`config.mk`:
```
export PLATFORM = sky130hd
export DESIGN_NAME = sef_stat_export
export DESIGN_NICKNAME = d
export VERILOG_FILES = /design/src/core/sef_pkg.sv /design/src/core/sef_stat_export.sv
export VERILOG_INCLUDE_DIRS = /design/src /design/src/core
export SDC_FILE = /design/constraint.sdc
export NUM_CORES = 2
export LEC_CHECK = 0
export ABC_AREA = 1
export ABC_CLOCK_PERIOD_IN_PS = 17800
export BUFFER_PORTS_ARGS = -buffer_cell sky130_fd_sc_hd__buf_2
export CAP_MARGIN = 20
export CELL_PAD_IN_SITES_DETAIL_PLACEMENT = 0
export CELL_PAD_IN_SITES_GLOBAL_PLACEMENT = 2
export CORE_UTILIZATION = 36
export DETAILED_ROUTE_END_ITERATION = 16
export PLACE_DENSITY_LB_ADDON = 0.1
export SLEW_MARGIN = 15
export SYNTH_ARGS = -nofsm -noshare
export SYNTH_HDL_FRONTEND = slang
export SYNTH_SLANG_ARGS = --single-unit
export TNS_END_PERCENT = 100
```
`constraint.sdc`:
```
create_clock -name clk -period 17.8 [get_ports clk]
set_clock_uncertainty 0.15 [all_clocks]
set_input_delay 2.67 -clock clk [delete_from_list [all_inputs] [get_ports clk]]
set_output_delay 2.67 -clock clk [all_outputs]
set_load 0.02 [all_outputs]
```
`src/core/sef_defs.svh`:
```
// sef_defs.svh: framing constants of the statistics export framer
// assumes inclusion by bare name from core/
`ifndef SEF_DEFS_SVH
`define SEF_DEFS_SVH
`define SEF_PREAMBLE   64'hd555555555555555
`define SEF_CRC_INIT   32'hffffffff
`define SEF_CRC_POLY   32'hedb88320
`define SEF_IPG_BYTES  12
`define SEF_WORD_BYTES 8
`define SEF_FCS_BYTES  4'h4
`define SEF_MAX_BYTES  4'h8
`endif

```
`src/core/sef_pkg.sv`:
```
// sef_pkg.sv: types of the statistics export framer
// assumes nothing beyond a SystemVerilog compiler
package sef_pkg;
  typedef enum logic [1:0] {OPT_QSIZE, OPT_BILL, OPT_ENQDEQ} sef_opt_e;
  typedef enum logic [1:0] {EVT_ENQ, EVT_DEQ, EVT_RX} sef_evt_e;
  typedef enum logic [1:0] {W_IDLE, W_PRE, W_DATA, W_FCS} sef_word_e;
endpackage

```
`src/core/sef_stat_export.sv`:
```
// sef_stat_export.sv: statistics record framer, two transmit ports
// assumes sef_pkg compiled first and sef_defs.svh on the include path
//
// Summary of operation
// [RULE1] records pushed as events occur, never polled
// [RULE2] one ingress plus one egress record per clock
// [RULE3] one global reporting option at a time
// [RULE4] queue-size mode: record per enqueue and dequeue
// [RULE5] billing mode: ingress receive, egress transmit records
// [RULE6] enqueue/dequeue mode: tagged record per event
// [RULE7] single port carries ingress and egress records
// [RULE8] ingress and egress record sizes set separately
// [RULE9] dual ports: one ingress, one egress only
// [RULE10] records sent on transmit direction only
// [RULE11] preamble, ethernet FCS, 12 byte average gap
// [RULE12] far end should connect its return direction; the sink model drives no return path
// [RULE13] records of one direction never reordered
`timescale 1ns/10ps
`include "sef_defs.svh"

// ----------------------------------------
// one framing port, lane 0 ingress, lane 1 egress
// ----------------------------------------
module sef_port
  import sef_pkg::*;
#(
  parameter int MAX_WORDS = 8
)
(
  // clock and reset
  input  wire logic        clk,
  input  wire logic        resetn,
  // records in
  input  wire logic [1:0]  inValid,
  input  wire logic [63:0] inData0,
  input  wire logic [63:0] inData1,
  input  wire logic [3:0]  inBytes0,
  input  wire logic [3:0]  inBytes1,
  // transmit word stream
  output sef_word_e        txKind,
  output logic [127:0]     txData,
  output logic [1:0]       txLaneValid,
  output logic [3:0]       txBytes0,
  output logic [3:0]       txBytes1,
  output logic [1:0]       dropPulse
);
  typedef enum {ST_IDLE, ST_PRE, ST_DATA, ST_FCS, ST_GAP} sef_state_e;
  localparam int GAP_SHORT = `SEF_IPG_BYTES / `SEF_WORD_BYTES;
  localparam int GAP_LONG  = (`SEF_IPG_BYTES + `SEF_WORD_BYTES - 1) / `SEF_WORD_BYTES;
  localparam int CW        = $clog2(MAX_WORDS + 1);

  sef_state_e    state_q;
  logic [1:0]    holdV_q;
  logic [63:0]   holdD_q [2];
  logic [3:0]    holdB_q [2];
  logic [CW-1:0] wordCnt_q;
  logic [1:0]    gapLeft_q;
  logic          gapLong_q;
  logic [31:0]   crc_q;
  sef_word_e     txKind_q;
  logic [127:0]  txData_q;
  logic [1:0]    txLaneValid_q;
  logic [3:0]    txBytes_q [2];
  logic [1:0]    drop_q;
  logic          emit;
  logic          anyPend;
  logic [1:0]    outV;
  logic [1:0]    pendNext;
  logic [63:0]   inD [2];
  logic [3:0]    inB [2];
  logic [63:0]   outD [2];
  logic [3:0]    outB [2];

  // ethernet crc over the low n bytes of a word
  function automatic logic [31:0] crcBytes(input logic [31:0] c, input logic [63:0] d,
                                           input logic [3:0] n);
    logic [31:0] r;
    r = c;
    for (int i = 0; i < 8; i++) begin
      if (4'(i) < n) begin
        for (int b = 0; b < 8; b++) begin
          r = (r[0] ^ d[8*i+b]) ? ((r >> 1) ^ `SEF_CRC_POLY) : (r >> 1);
        end
      end
    end
    return r;
  endfunction

  assign inD[0] = inData0;
  assign inD[1] = inData1;
  assign inB[0] = inBytes0;
  assign inB[1] = inBytes1;

  // ----------------------------------------
  // lane selection
  // ----------------------------------------
  always_comb begin
    emit    = (state_q == ST_DATA);
    anyPend = |(holdV_q | inValid);
    for (int l = 0; l < 2; l++) begin
      outV[l] = emit & (holdV_q[l] | inValid[l]);                         // [RULE2]
      outD[l] = holdV_q[l] ? holdD_q[l] : inD[l];                         // [RULE13]
      outB[l] = holdV_q[l] ? holdB_q[l] : inB[l];
      pendNext[l] = holdV_q[l] ? (emit ? inValid[l] : 1'b1)
                               : (emit ? 1'b0 : inValid[l]);
    end
  end

  // ----------------------------------------
  // one-record hold per lane
  // ----------------------------------------
  always_ff @(posedge clk or negedge resetn) begin
    if (!resetn) begin
      holdV_q    <= 2'h0;
      holdD_q[0] <= 64'h0;
      holdD_q[1] <= 64'h0;
      holdB_q[0] <= 4'h0;
      holdB_q[1] <= 4'h0;
      drop_q     <= 2'h0;
    end else begin
      holdV_q <= pendNext;
      for (int l = 0; l < 2; l++) begin
        if (inValid[l] && (emit ? holdV_q[l] : !holdV_q[l])) begin          // [RULE13]
          holdD_q[l] <= inD[l];
          holdB_q[l] <= inB[l];
        end
        drop_q[l] <= !emit & holdV_q[l] & inValid[l];
      end
    end
  end

  // ----------------------------------------
  // framing state machine
  // ----------------------------------------
  always_ff @(posedge clk or negedge resetn) begin
    if (!resetn) begin
      state_q   <= ST_IDLE;
      wordCnt_q <= '0;
      gapLeft_q <= 2'h0;
      gapLong_q <= 1'b0;
    end else begin
      case (state_q)
        ST_IDLE: begin
          if (anyPend) begin                                                // [RULE1]
            state_q <= ST_PRE;
          end
        end
        ST_PRE: begin
          state_q   <= ST_DATA;
          wordCnt_q <= '0;
        end
        ST_DATA: begin
          wordCnt_q <= wordCnt_q + CW'(1);
          if (wordCnt_q == CW'(MAX_WORDS - 1) || pendNext == 2'h0) begin
            state_q <= ST_FCS;
          end
        end
        ST_FCS: begin
          state_q   <= ST_GAP;
          gapLeft_q <= gapLong_q ? 2'(GAP_LONG) : 2'(GAP_SHORT);            // [RULE11]
          gapLong_q <= ~gapLong_q;
        end
        ST_GAP: begin
          gapLeft_q <= gapLeft_q - 2'h1;
          if (gapLeft_q == 2'h1) begin
            state_q <= anyPend ? ST_PRE : ST_IDLE;
          end
        end
        default: state_q <= ST_IDLE;
      endcase
    end
  end

  // ----------------------------------------
  // frame check sequence
  // ----------------------------------------
  always_ff @(posedge clk or negedge resetn) begin
    if (!resetn) begin
      crc_q <= `SEF_CRC_INIT;
    end else if (state_q == ST_PRE) begin
      crc_q <= `SEF_CRC_INIT;
    end else if (emit) begin
      crc_q <= crcBytes(crcBytes(crc_q, outD[0], outV[0] ? outB[0] : 4'h0),
                        outD[1], outV[1] ? outB[1] : 4'h0);                 // [RULE11]
    end
  end

  // ----------------------------------------
  // transmit word register
  // ----------------------------------------
  always_ff @(posedge clk or negedge resetn) begin
    if (!resetn) begin
      txKind_q      <= W_IDLE;
      txData_q      <= 128'h0;
      txLaneValid_q <= 2'h0;
      txBytes_q[0]  <= 4'h0;
      txBytes_q[1]  <= 4'h0;
    end else begin
      txKind_q      <= W_IDLE;
      txData_q      <= 128'h0;
      txLaneValid_q <= 2'h0;
      txBytes_q[0]  <= 4'h0;
      txBytes_q[1]  <= 4'h0;
      case (state_q)
        ST_PRE: begin
          txKind_q     <= W_PRE;
          txData_q     <= {64'h0, `SEF_PREAMBLE};                           // [RULE11]
          txBytes_q[0] <= `SEF_MAX_BYTES;
        end
        ST_DATA: begin
          txKind_q      <= W_DATA;
          txData_q      <= {outD[1], outD[0]};                              // [RULE7]
          txLaneValid_q <= outV;
          txBytes_q[0]  <= outV[0] ? outB[0] : 4'h0;                        // [RULE8]
          txBytes_q[1]  <= outV[1] ? outB[1] : 4'h0;
        end
        ST_FCS: begin
          txKind_q     <= W_FCS;
          txData_q     <= {96'h0, ~crc_q};                                  // [RULE11]
          txBytes_q[0] <= `SEF_FCS_BYTES;
        end
        default: txKind_q <= W_IDLE;
      endcase
    end
  end

  assign txKind      = txKind_q;
  assign txData      = txData_q;
  assign txLaneValid = txLaneValid_q;
  assign txBytes0    = txBytes_q[0];
  assign txBytes1    = txBytes_q[1];
  assign dropPulse   = drop_q;
endmodule

// ----------------------------------------
// top: record building and port routing
// ----------------------------------------
module sef_stat_export
  import sef_pkg::*;
#(
  parameter int MAX_WORDS = 8
)
(
  // clock and reset
  input  wire logic        clk,
  input  wire logic        resetn,
  // configuration
  input  sef_opt_e         reportOpt,
  input  wire logic        dualMode,
  input  wire logic [3:0]  ingRecBytes,
  input  wire logic [3:0]  egrRecBytes,
  // ingress events
  input  wire logic        ingEvtValid,
  input  sef_evt_e         ingEvtKind,
  input  wire logic [31:0] ingEvtTag,
  input  wire logic [23:0] ingEvtQsize,
  // egress events
  input  wire logic        egrEvtValid,
  input  wire logic [31:0] egrEvtTag,
  // port 0 transmit
  output sef_word_e        tx0Kind,
  output logic [127:0]     tx0Data,
  output logic [1:0]       tx0LaneValid,
  output logic [3:0]       tx0Bytes0,
  output logic [3:0]       tx0Bytes1,
  // port 1 transmit
  output sef_word_e        tx1Kind,
  output logic [127:0]     tx1Data,
  output logic [1:0]       tx1LaneValid,
  output logic [3:0]       tx1Bytes0,
  output logic [3:0]       tx1Bytes1,
  // status
  output logic             ingDrop,
  output logic             egrDrop
);
  logic        ingV;
  logic        egrV;
  logic        queueEvt;
  logic [63:0] ingD;
  logic [63:0] egrD;
  logic [3:0]  ingB;
  logic [3:0]  egrB;
  logic [1:0]  p0V;
  logic [1:0]  p1V;
  logic [1:0]  drop0;
  logic [1:0]  drop1;

  // record size, zero or oversize means full word
  function automatic logic [3:0] recSize(input logic [3:0] n);
    return (n == 4'h0 || n > `SEF_MAX_BYTES) ? `SEF_MAX_BYTES : n;
  endfunction

  // clear bytes beyond the record size
  function automatic logic [63:0] trimRec(input logic [63:0] d, input logic [3:0] n);
    logic [63:0] m;
    m = d;
    for (int i = 0; i < 8; i++) begin
      if (4'(i) >= recSize(n)) begin
        m[8*i +: 8] = 8'h00;
      end
    end
    return m;
  endfunction

  // ----------------------------------------
  // record selection by reporting option
  // ----------------------------------------
  always_comb begin
    queueEvt = (ingEvtKind == EVT_ENQ) || (ingEvtKind == EVT_DEQ);
    case (reportOpt)                                                        // [RULE3]
      OPT_QSIZE:  ingV = ingEvtValid & queueEvt;                            // [RULE4]
      OPT_BILL:   ingV = ingEvtValid & (ingEvtKind == EVT_RX);              // [RULE5]
      OPT_ENQDEQ: ingV = ingEvtValid & queueEvt;                            // [RULE6]
      default:    ingV = 1'b0;
    endcase
    egrV = egrEvtValid & (reportOpt == OPT_BILL);                           // [RULE5]
    ingD = trimRec({6'h00, ingEvtKind,
                    (reportOpt == OPT_QSIZE) ? ingEvtQsize : 24'h000000,    // [RULE4]
                    ingEvtTag}, ingRecBytes);                               // [RULE8]
    egrD = trimRec({6'h00, 2'h3, 24'h000000, egrEvtTag}, egrRecBytes);
    ingB = recSize(ingRecBytes);
    egrB = recSize(egrRecBytes);
    p0V  = {egrV & !dualMode, ingV};                                        // [RULE7]
    p1V  = {egrV & dualMode, 1'b0};                                         // [RULE9]
  end

  // ----------------------------------------
  // ports, transmit only
  // ----------------------------------------
  sef_port #(.MAX_WORDS(MAX_WORDS)) port0 (                                 // [RULE10]
    .clk         (clk),
    .resetn      (resetn),
    .inValid     (p0V),
    .inData0     (ingD),
    .inData1     (egrD),
    .inBytes0    (ingB),
    .inBytes1    (egrB),
    .txKind      (tx0Kind),
    .txData      (tx0Data),
    .txLaneValid (tx0LaneValid),
    .txBytes0    (tx0Bytes0),
    .txBytes1    (tx0Bytes1),
    .dropPulse   (drop0)
  );

  sef_port #(.MAX_WORDS(MAX_WORDS)) port1 (
    .clk         (clk),
    .resetn      (resetn),
    .inValid     (p1V),
    .inData0     (ingD),
    .inData1     (egrD),
    .inBytes0    (ingB),
    .inBytes1    (egrB),
    .txKind      (tx1Kind),
    .txData      (tx1Data),
    .txLaneValid (tx1LaneValid),
    .txBytes0    (tx1Bytes0),
    .txBytes1    (tx1Bytes1),
    .dropPulse   (drop1)
  );

  assign ingDrop = drop0[0];
  assign egrDrop = drop0[1] | drop1[1];
endmodule

```
## Word level (Yosys, flattened, before mapping)

Index checks and enable logic that the tools add are counted.
W data, S select, Z words.

| word-level totals | value |
|---|---|
| flip-flop bits (word level) | 585 |

| cells by class | value |
|---|---|
| equal/unequal tests | 26 |
| order comparisons | 47 |
| reductions and logical operators | 33 |
| muxes and demuxes | 421 |
| add/sub/neg operators | 4 |
| bitwise logic cells | 537 |

Operators with widths:

| kind | count |
|---|---|
| $mux W32 | 358 |
| $not A13 Y14 | 256 |
| $pmux W128 S3 | 2 |
| $pmux W32 S5 | 2 |
| $xor A1 B1 Y1 | 250 |
| $eq A32 B2 Y1 const B | 6 |
| $mux W64 | 3 |
| $eq A32 B3 Y1 const B | 4 |
| $mux W8 | 11 |
| $eq A32 B1 Y1 const B | 2 |
| $logic_not A32 Y1 | 2 |
| $lt A3 B4 Y1 const A | 16 |
| $not A32 Y32 | 2 |
| $mux W58 | 1 |
| $mux W4 | 12 |
| $lt A1 B4 Y1 const A | 8 |
| $lt A2 B4 Y1 const A | 8 |
| $mux W24 | 1 |
| $pmux W4 S3 | 2 |
| $ge A3 B4 Y1 const A | 5 |
| $ge A1 B4 Y1 const A | 4 |
| $ge A2 B4 Y1 const A | 4 |
| $mux W1 | 16 |
| $pmux W4 S2 | 2 |
| other kinds (24) | 91 |

## Logic depth before layout (Yosys ltp)

| logic depth | value |
|---|---|
| depth in word-level cells | 310 |
| gate-level depth with buffers | 126 |
| gate-level depth less buffers | 125 |

## By module

From an unflattened synthesis, not the netlist that was laid out.

| unflattened totals | value |
|---|---|
| cell total of the unflattened synthesis | 16801 |
| area total of the unflattened synthesis | 90616.9 sq um |

Modules (own cells, without submodules):

| module | seq. area each (sq um) | cells each | instances | area each (sq um) |
|---|---|---|---|---|
| sef_port (port0) | 8097.8 | 8319 | 1 | 45217.1 |
| sef_port (port1) | 8097.8 | 8263 | 1 | 44430.1 |
| sef_stat_export | 0.0 | 219 | 1 | 969.7 |

## Worst setup path after synthesis

OpenSTA, ideal clock, no wires.

| timing | value |
|---|---|
| kind | input -> register |
| from | input ingEvtValid |
| to | register port0.crc_q[29] |
| library setup time | 76 ps |
| arrival time | 11901 ps |
| stages | 102 |
| setup slack | 5672 ps |
| required time | 17574 ps |
| cells stage by stage | a21boi_1 nand2_2 a21oi_4 o21ai_2 buf_4 buf_6 nand3_1 nand3_1 nand2_2 nand2_2 nand2_2 buf_6 nand2_1 nand3_1 nand2_1 nand2_2 inv_2 nand2_2 [66 not listed] nand2_2 nand2_2 nand2_4 nand3_2 nand2_1 nand2_1 nand3_2 nand3_1 nand2_2 nand3_1 nand2_4 nand3_4 nand2_4 inv_2 nand2_1 nand3_1 a21oi_1 inv_1 |

| between the ends | value |
|---|---|
| cells in the longest elaborated chain, start to end | 225 |
| elaborated cells on any way between the ends | 415 |

RTL lines:

| item | RTL line | source |
|---|---|---|
| from (decl) | sef_stat_export.sv:253 | `input wire logic ingEvtValid,` |
| $and A1 B1 Y1, on equally long branches | sef_stat_export.sv:311, sef_stat_export.sv:313, sef_stat_export.sv:312 |  |
| $pmux W1 S2 (*) | sef_stat_export.sv:310 | `case (reportOpt)` |
| $or A1 B1 Y1 (*) | sef_stat_export.sv:101 | `outV[l] = emit & (holdV_q[l] \| inValid[l]);` |
| $and A1 B1 Y1 (*) | sef_stat_export.sv:101 |  |
| $mux W4 (*) | sef_stat_export.sv:183 | `crc_q <= crcBytes(crcBytes(crc_q, outD[0], outV[0] ? outB[0] : 4'h0),` |
| $lt A1 B4 Y1 | sef_stat_export.sv:80 | `if (4'(i) < n) begin` |
| $mux W32 | sef_stat_export.sv:80 |  |
| $mux W32 | sef_stat_export.sv:182 | `end else if (emit) begin` |
| [209 not listed] | n/a |  |
| $mux W32 | sef_stat_export.sv:82 | `` r = (r[0] ^ d[8*i+b]) ? ((r >> 1) ^ `SEF_CRC_POLY) : (r >> 1); `` |
| $not A13 Y14 (no source line) or $xor A1 B1 Y1 (tied branches) | n/a |  |
| $mux W32 | sef_stat_export.sv:82 |  |
| $not A13 Y14 (no source line) | n/a |  |
| $mux W32 | sef_stat_export.sv:82 |  |
| $mux W32 (*) | sef_stat_export.sv:80 |  |
| $mux W32 (*) | sef_stat_export.sv:182 |  |
| $mux W32 (*) | sef_stat_export.sv:180 | `end else if (state_q == ST_PRE) begin` |
| to (signal assigned) | sef_stat_export.sv:179 | `` crc_q <= `SEF_CRC_INIT; `` |
| to (signal assigned) | sef_stat_export.sv:181 | `` crc_q <= `SEF_CRC_INIT; `` |
| to (signal assigned) | sef_stat_export.sv:183 |  |
| to (decl) | sef_stat_export.sv:59 | `logic [31:0] crc_q;` |

Mark *: on every way between the ends. The select of a mux whose other input is x is not followed.
A chain may end at the register's enable or synchronous reset.

## Worst setup path in the final report

| timing | value |
|---|---|
| from | input reportOpt[0] |
| to | register port0.crc_q[19] |

| between the ends | value |
|---|---|
| cells in the longest elaborated chain, start to end | 230 |
| elaborated cells on any way between the ends | 440 |

RTL lines:

| item | RTL line | source |
|---|---|---|
| from (decl) | sef_stat_export.sv:248 | `input sef_opt_e reportOpt,` |
| branches (longest 227 deep; another with $lt A1 B4 Y1) | n/a |  |
| $mux W32 (*) | sef_stat_export.sv:80 |  |
| $mux W32 (*) | sef_stat_export.sv:182 |  |
| $mux W32 (*) | sef_stat_export.sv:180 |  |

Marks and branches as above.

==> results.md <==
* Clock root buffer: clkbuf_16
* Drt pass-1 iters at 6
* Max-slew violations at 0
* Buffers added on ports at about 320
* Die width at about 400 um
* # DRC at 0
* Initial antenna violation count at 12
* Combinational family with the most area after synthesis: simple AND/OR/NAND/NOR gates
* I/O Pins at a little under 400
* Seq cells post-synth at between 400 and 500
* Compound-Gate Fraction of Synth Area at just under 8%
* Buf/Inv on CP at 6
* Mapped Cells at between 9,000 and 10,000
* Vias at around 65,000
* Crit path launch type: primary input
* Tightest Pin Transition at between 1000 and 1500 ps
* Worst setup path class: primary input to register
* Simple-gate share of the synthesized area at between 50% and 60%
* Initial core utilization at 36.4%
* Data arrival, critical path at between 15,000 and 20,000 ps
* RSZ-0062 raised after global routing: no
* Post-CTS Setup Bufs at 0
* Synth Area in Adders at less than 1%
* CTS tree: done
* Post-Route WL at approximately 290 mm
* # rows at around 150
* Hold Buf Count CTS at 0
* Synthesized area per cell at 5.92 um^2
* Worst-skew pair later-pin latency at just over 700 ps
* CTS buffer count at 54
* GRT Resource Usage Total at around 34%
* Setup violators final at 0
* Kind of end point of the critical path: register
* Congestion Overflow GR at 0
* Top FF cell, synth: dfrtp_1
* Post-cts resize count at 0
* Post-synth EDFFs at 0
* Mux share of post-synthesis cell area at less than 1%
* H-tree levels at 2
* Largest net degree at the start of global routing at 155
* Die Footprint at roughly 160,000 um^2
* Number of global-route vias before repair at 58,886
* Synth warnings at 0
* Sequential share of the synthesized area at between 10% and 20%
* Via density at between 5 and 6
* Distinct cells, synth at 73
* Worst hold path class: register to register
* Setup TNS Final at 0 ps
* FMAX at roughly 60 MHz
* Die Y at ~400 um
* DRT antenna net count at 0
* Fin crit share at between 90% and 100%
* Status: complete, no violations
* WP data required at 18,250 ps
* Final Critical Period at around 17,000 ps
* Synth Cell Area at between 50,000 and 60,000 um^2
* Hpwl dp at between 200 and 250 mm
* Delay-heaviest family, CP: simple AND/OR/NAND/NOR gates
* Slowest library cell on the worst path: nand3_2
* Post-synth ARST share at 100%
* Final hold viol count at 0
* Crit Path Max Fanout at 56
* Ratio of cells with drive above 1 in the final layout at between 10% and 20%
* Routed wire per std cell at around 24 um
* DR iter-0 viols at between 7,000 and 8,000
* CTS clk-pin slew, worst paths at 60 ps
* Core ar. at between 150,000 and 200,000 um^2
* Clock Sinks at between 400 and 500
* Synthesis-to-layout area growth at 8.68%
* Max stage delay on crit path at around 400 ps
* Final GP Congestion at a little over 1
* Clock buffer depth at 3
* Synth Area in XOR/XNOR at between 10% and 20%
* Max_cap viols at 0
* Layout Nets at between 9,000 and 10,000
* First-pass GRT wire length at about 410 mm
* Max-slew headroom at 20.9%
-- area by class of cell --
cell class,count,area (um^2)
clock buffers,72,1520
repair buffers,456,2650
multi-input cells,8163,41200
fillers,17484,94900
well taps,2058,2570
clock inverters,28,359
diodes,5,12.5
inverters,757,2870
flip-flops and latches,435,11000
-- cells by family after synthesis --
family / Yosys count
buffers and inverters: 1134
DFF: 435
AOI/OAI and AO/OA: 811
other: 1
muxes: 10
xor gates and xnor gates: 634
and+or+nand+nor: 6635
adders and majority gates: 7
-- cells in the mapped netlist (20+ instances only) --
cell type	n	area share, %
inv_1	677	4.4
clkbuf_8	23	0.55
nand3_2	183	3.2
inv_2	58	0.38
o21ai_2	21	0.32
buf_6	57	1.1
xor2_2	27	0.77
nand3_1	1658	14
nand2_1	3897	26
dfstp_2	64	2.9
buf_1	28	0.18
or2_2	44	0.48
xnor2_1	174	2.7
nor2_1	253	1.7
clkbuf_1	148	0.97
o21ai_1	63	0.55
o211ai_1	30	0.39
nand4_1	41	0.45
buf_4	92	1.2
nand2_2	393	4.3
o22ai_1	34	0.37
nor2_2	20	0.22
a21oi_1	85	0.74
nand2_4	91	1.8
o221ai_1	35	0.54
xor2_1	430	6.6
o21ai_0	494	4.3
dfrtp_1	371	16
-- worst paths after layout --
check	slack [ps]	cells past startpoint	from	to
max	1110	98	reportOpt[0]	port0.crc_q[19]$_DFFE_PN1P_
min in group asynchronous	1820	1	resetn	port1.txData[90]$_DFF_PN0_
max reg2reg	2060	102	port0.holdV_q[0]$_DFF_PN0_	port0.crc_q[19]$_DFFE_PN1P_
min	320	1	port0.gapLong_q$_DFFE_PN0P_	port0.gapLong_q$_DFFE_PN0P_
min reg2reg	320	1	port0.gapLong_q$_DFFE_PN0P_	port0.gapLong_q$_DFFE_PN0P_
max in group asynchronous	12610	4	resetn	port0.holdV_q[0]$_DFF_PN0_
-- cells in the final DEF, fill, tap and decap left out, types with 13 or more instances in the layout --
master and count:
xnor2_1 174, nand4_1 41, or2_1 14, inv_1 676, o21ai_1 64, nand2_1 3893, a21oi_1 82, buf_2 321
nand3_1 1657, xor2_1 430, o211ai_1 30, conb_1 66, nor2_1 247, dfrtp_1 370, xor2_2 27, inv_2 60
nor2_2 21, o221ai_1 35, nand2_4 92, o21ai_2 21, o21ai_0 491, nand3b_1 13, clkbuf_16 54, nand2_2 396
o22ai_1 34, or2_2 44, buf_4 131, dfstp_2 64, nand3_2 183
-- through the flow --
| stage | util, % | setup slack [ps] | hold slack, ps | cell area (um^2) | cells |
|---|---|---|---|---|---|
| 4_1_cts | 39.6 | 1460 | 324 | 62200 | 11968 |
| 6_report | 39.6 | 1110 | 324 | 62200 | 11974 |
| 5_1_grt | 39.6 | 126 | 337 | 62200 | 11970 |
| 3_5_place_dp | 38.4 | 743 | 312 | 60300 | 11868 |
| 3_3_place_gp | 38.4 | 810 | 309 | 60300 | 11867 |
| 2_1_floorplan | - | 5670 | 285 | 57500 | 9732 |
-- per-layer routing --
| metal | global-route usage (%) | vias up | part of all wire [%] |
|---|---|---|---|
| li1 | - | 31360 | - |
| met2 | 54.0 | 2418 | 44 |
| met1 | 49.2 | 31132 | 46 |
| met3 | 2.55 | 327 | 5.9 |
| met5 | 0 | - | 0 |
| met4 | 11.1 | 0 | 3.6 |
-- flip-flops by register name (all words and copies together), names as in the netlist, 8 cells and up --
| register | flops |
|---|---|
| port1.crc_q | 32 |
| port1.holdD_q | 33 |
| port1.txData | 92 |
| port0.txData | 92 |
| port0.holdD_q | 91 |
| port0.crc_q | 32 |
| port0.holdB_q | 8 |
Power is not shown: default switching activity piles up to over one toggle a cycle in this logic, so the estimate is an artifact.
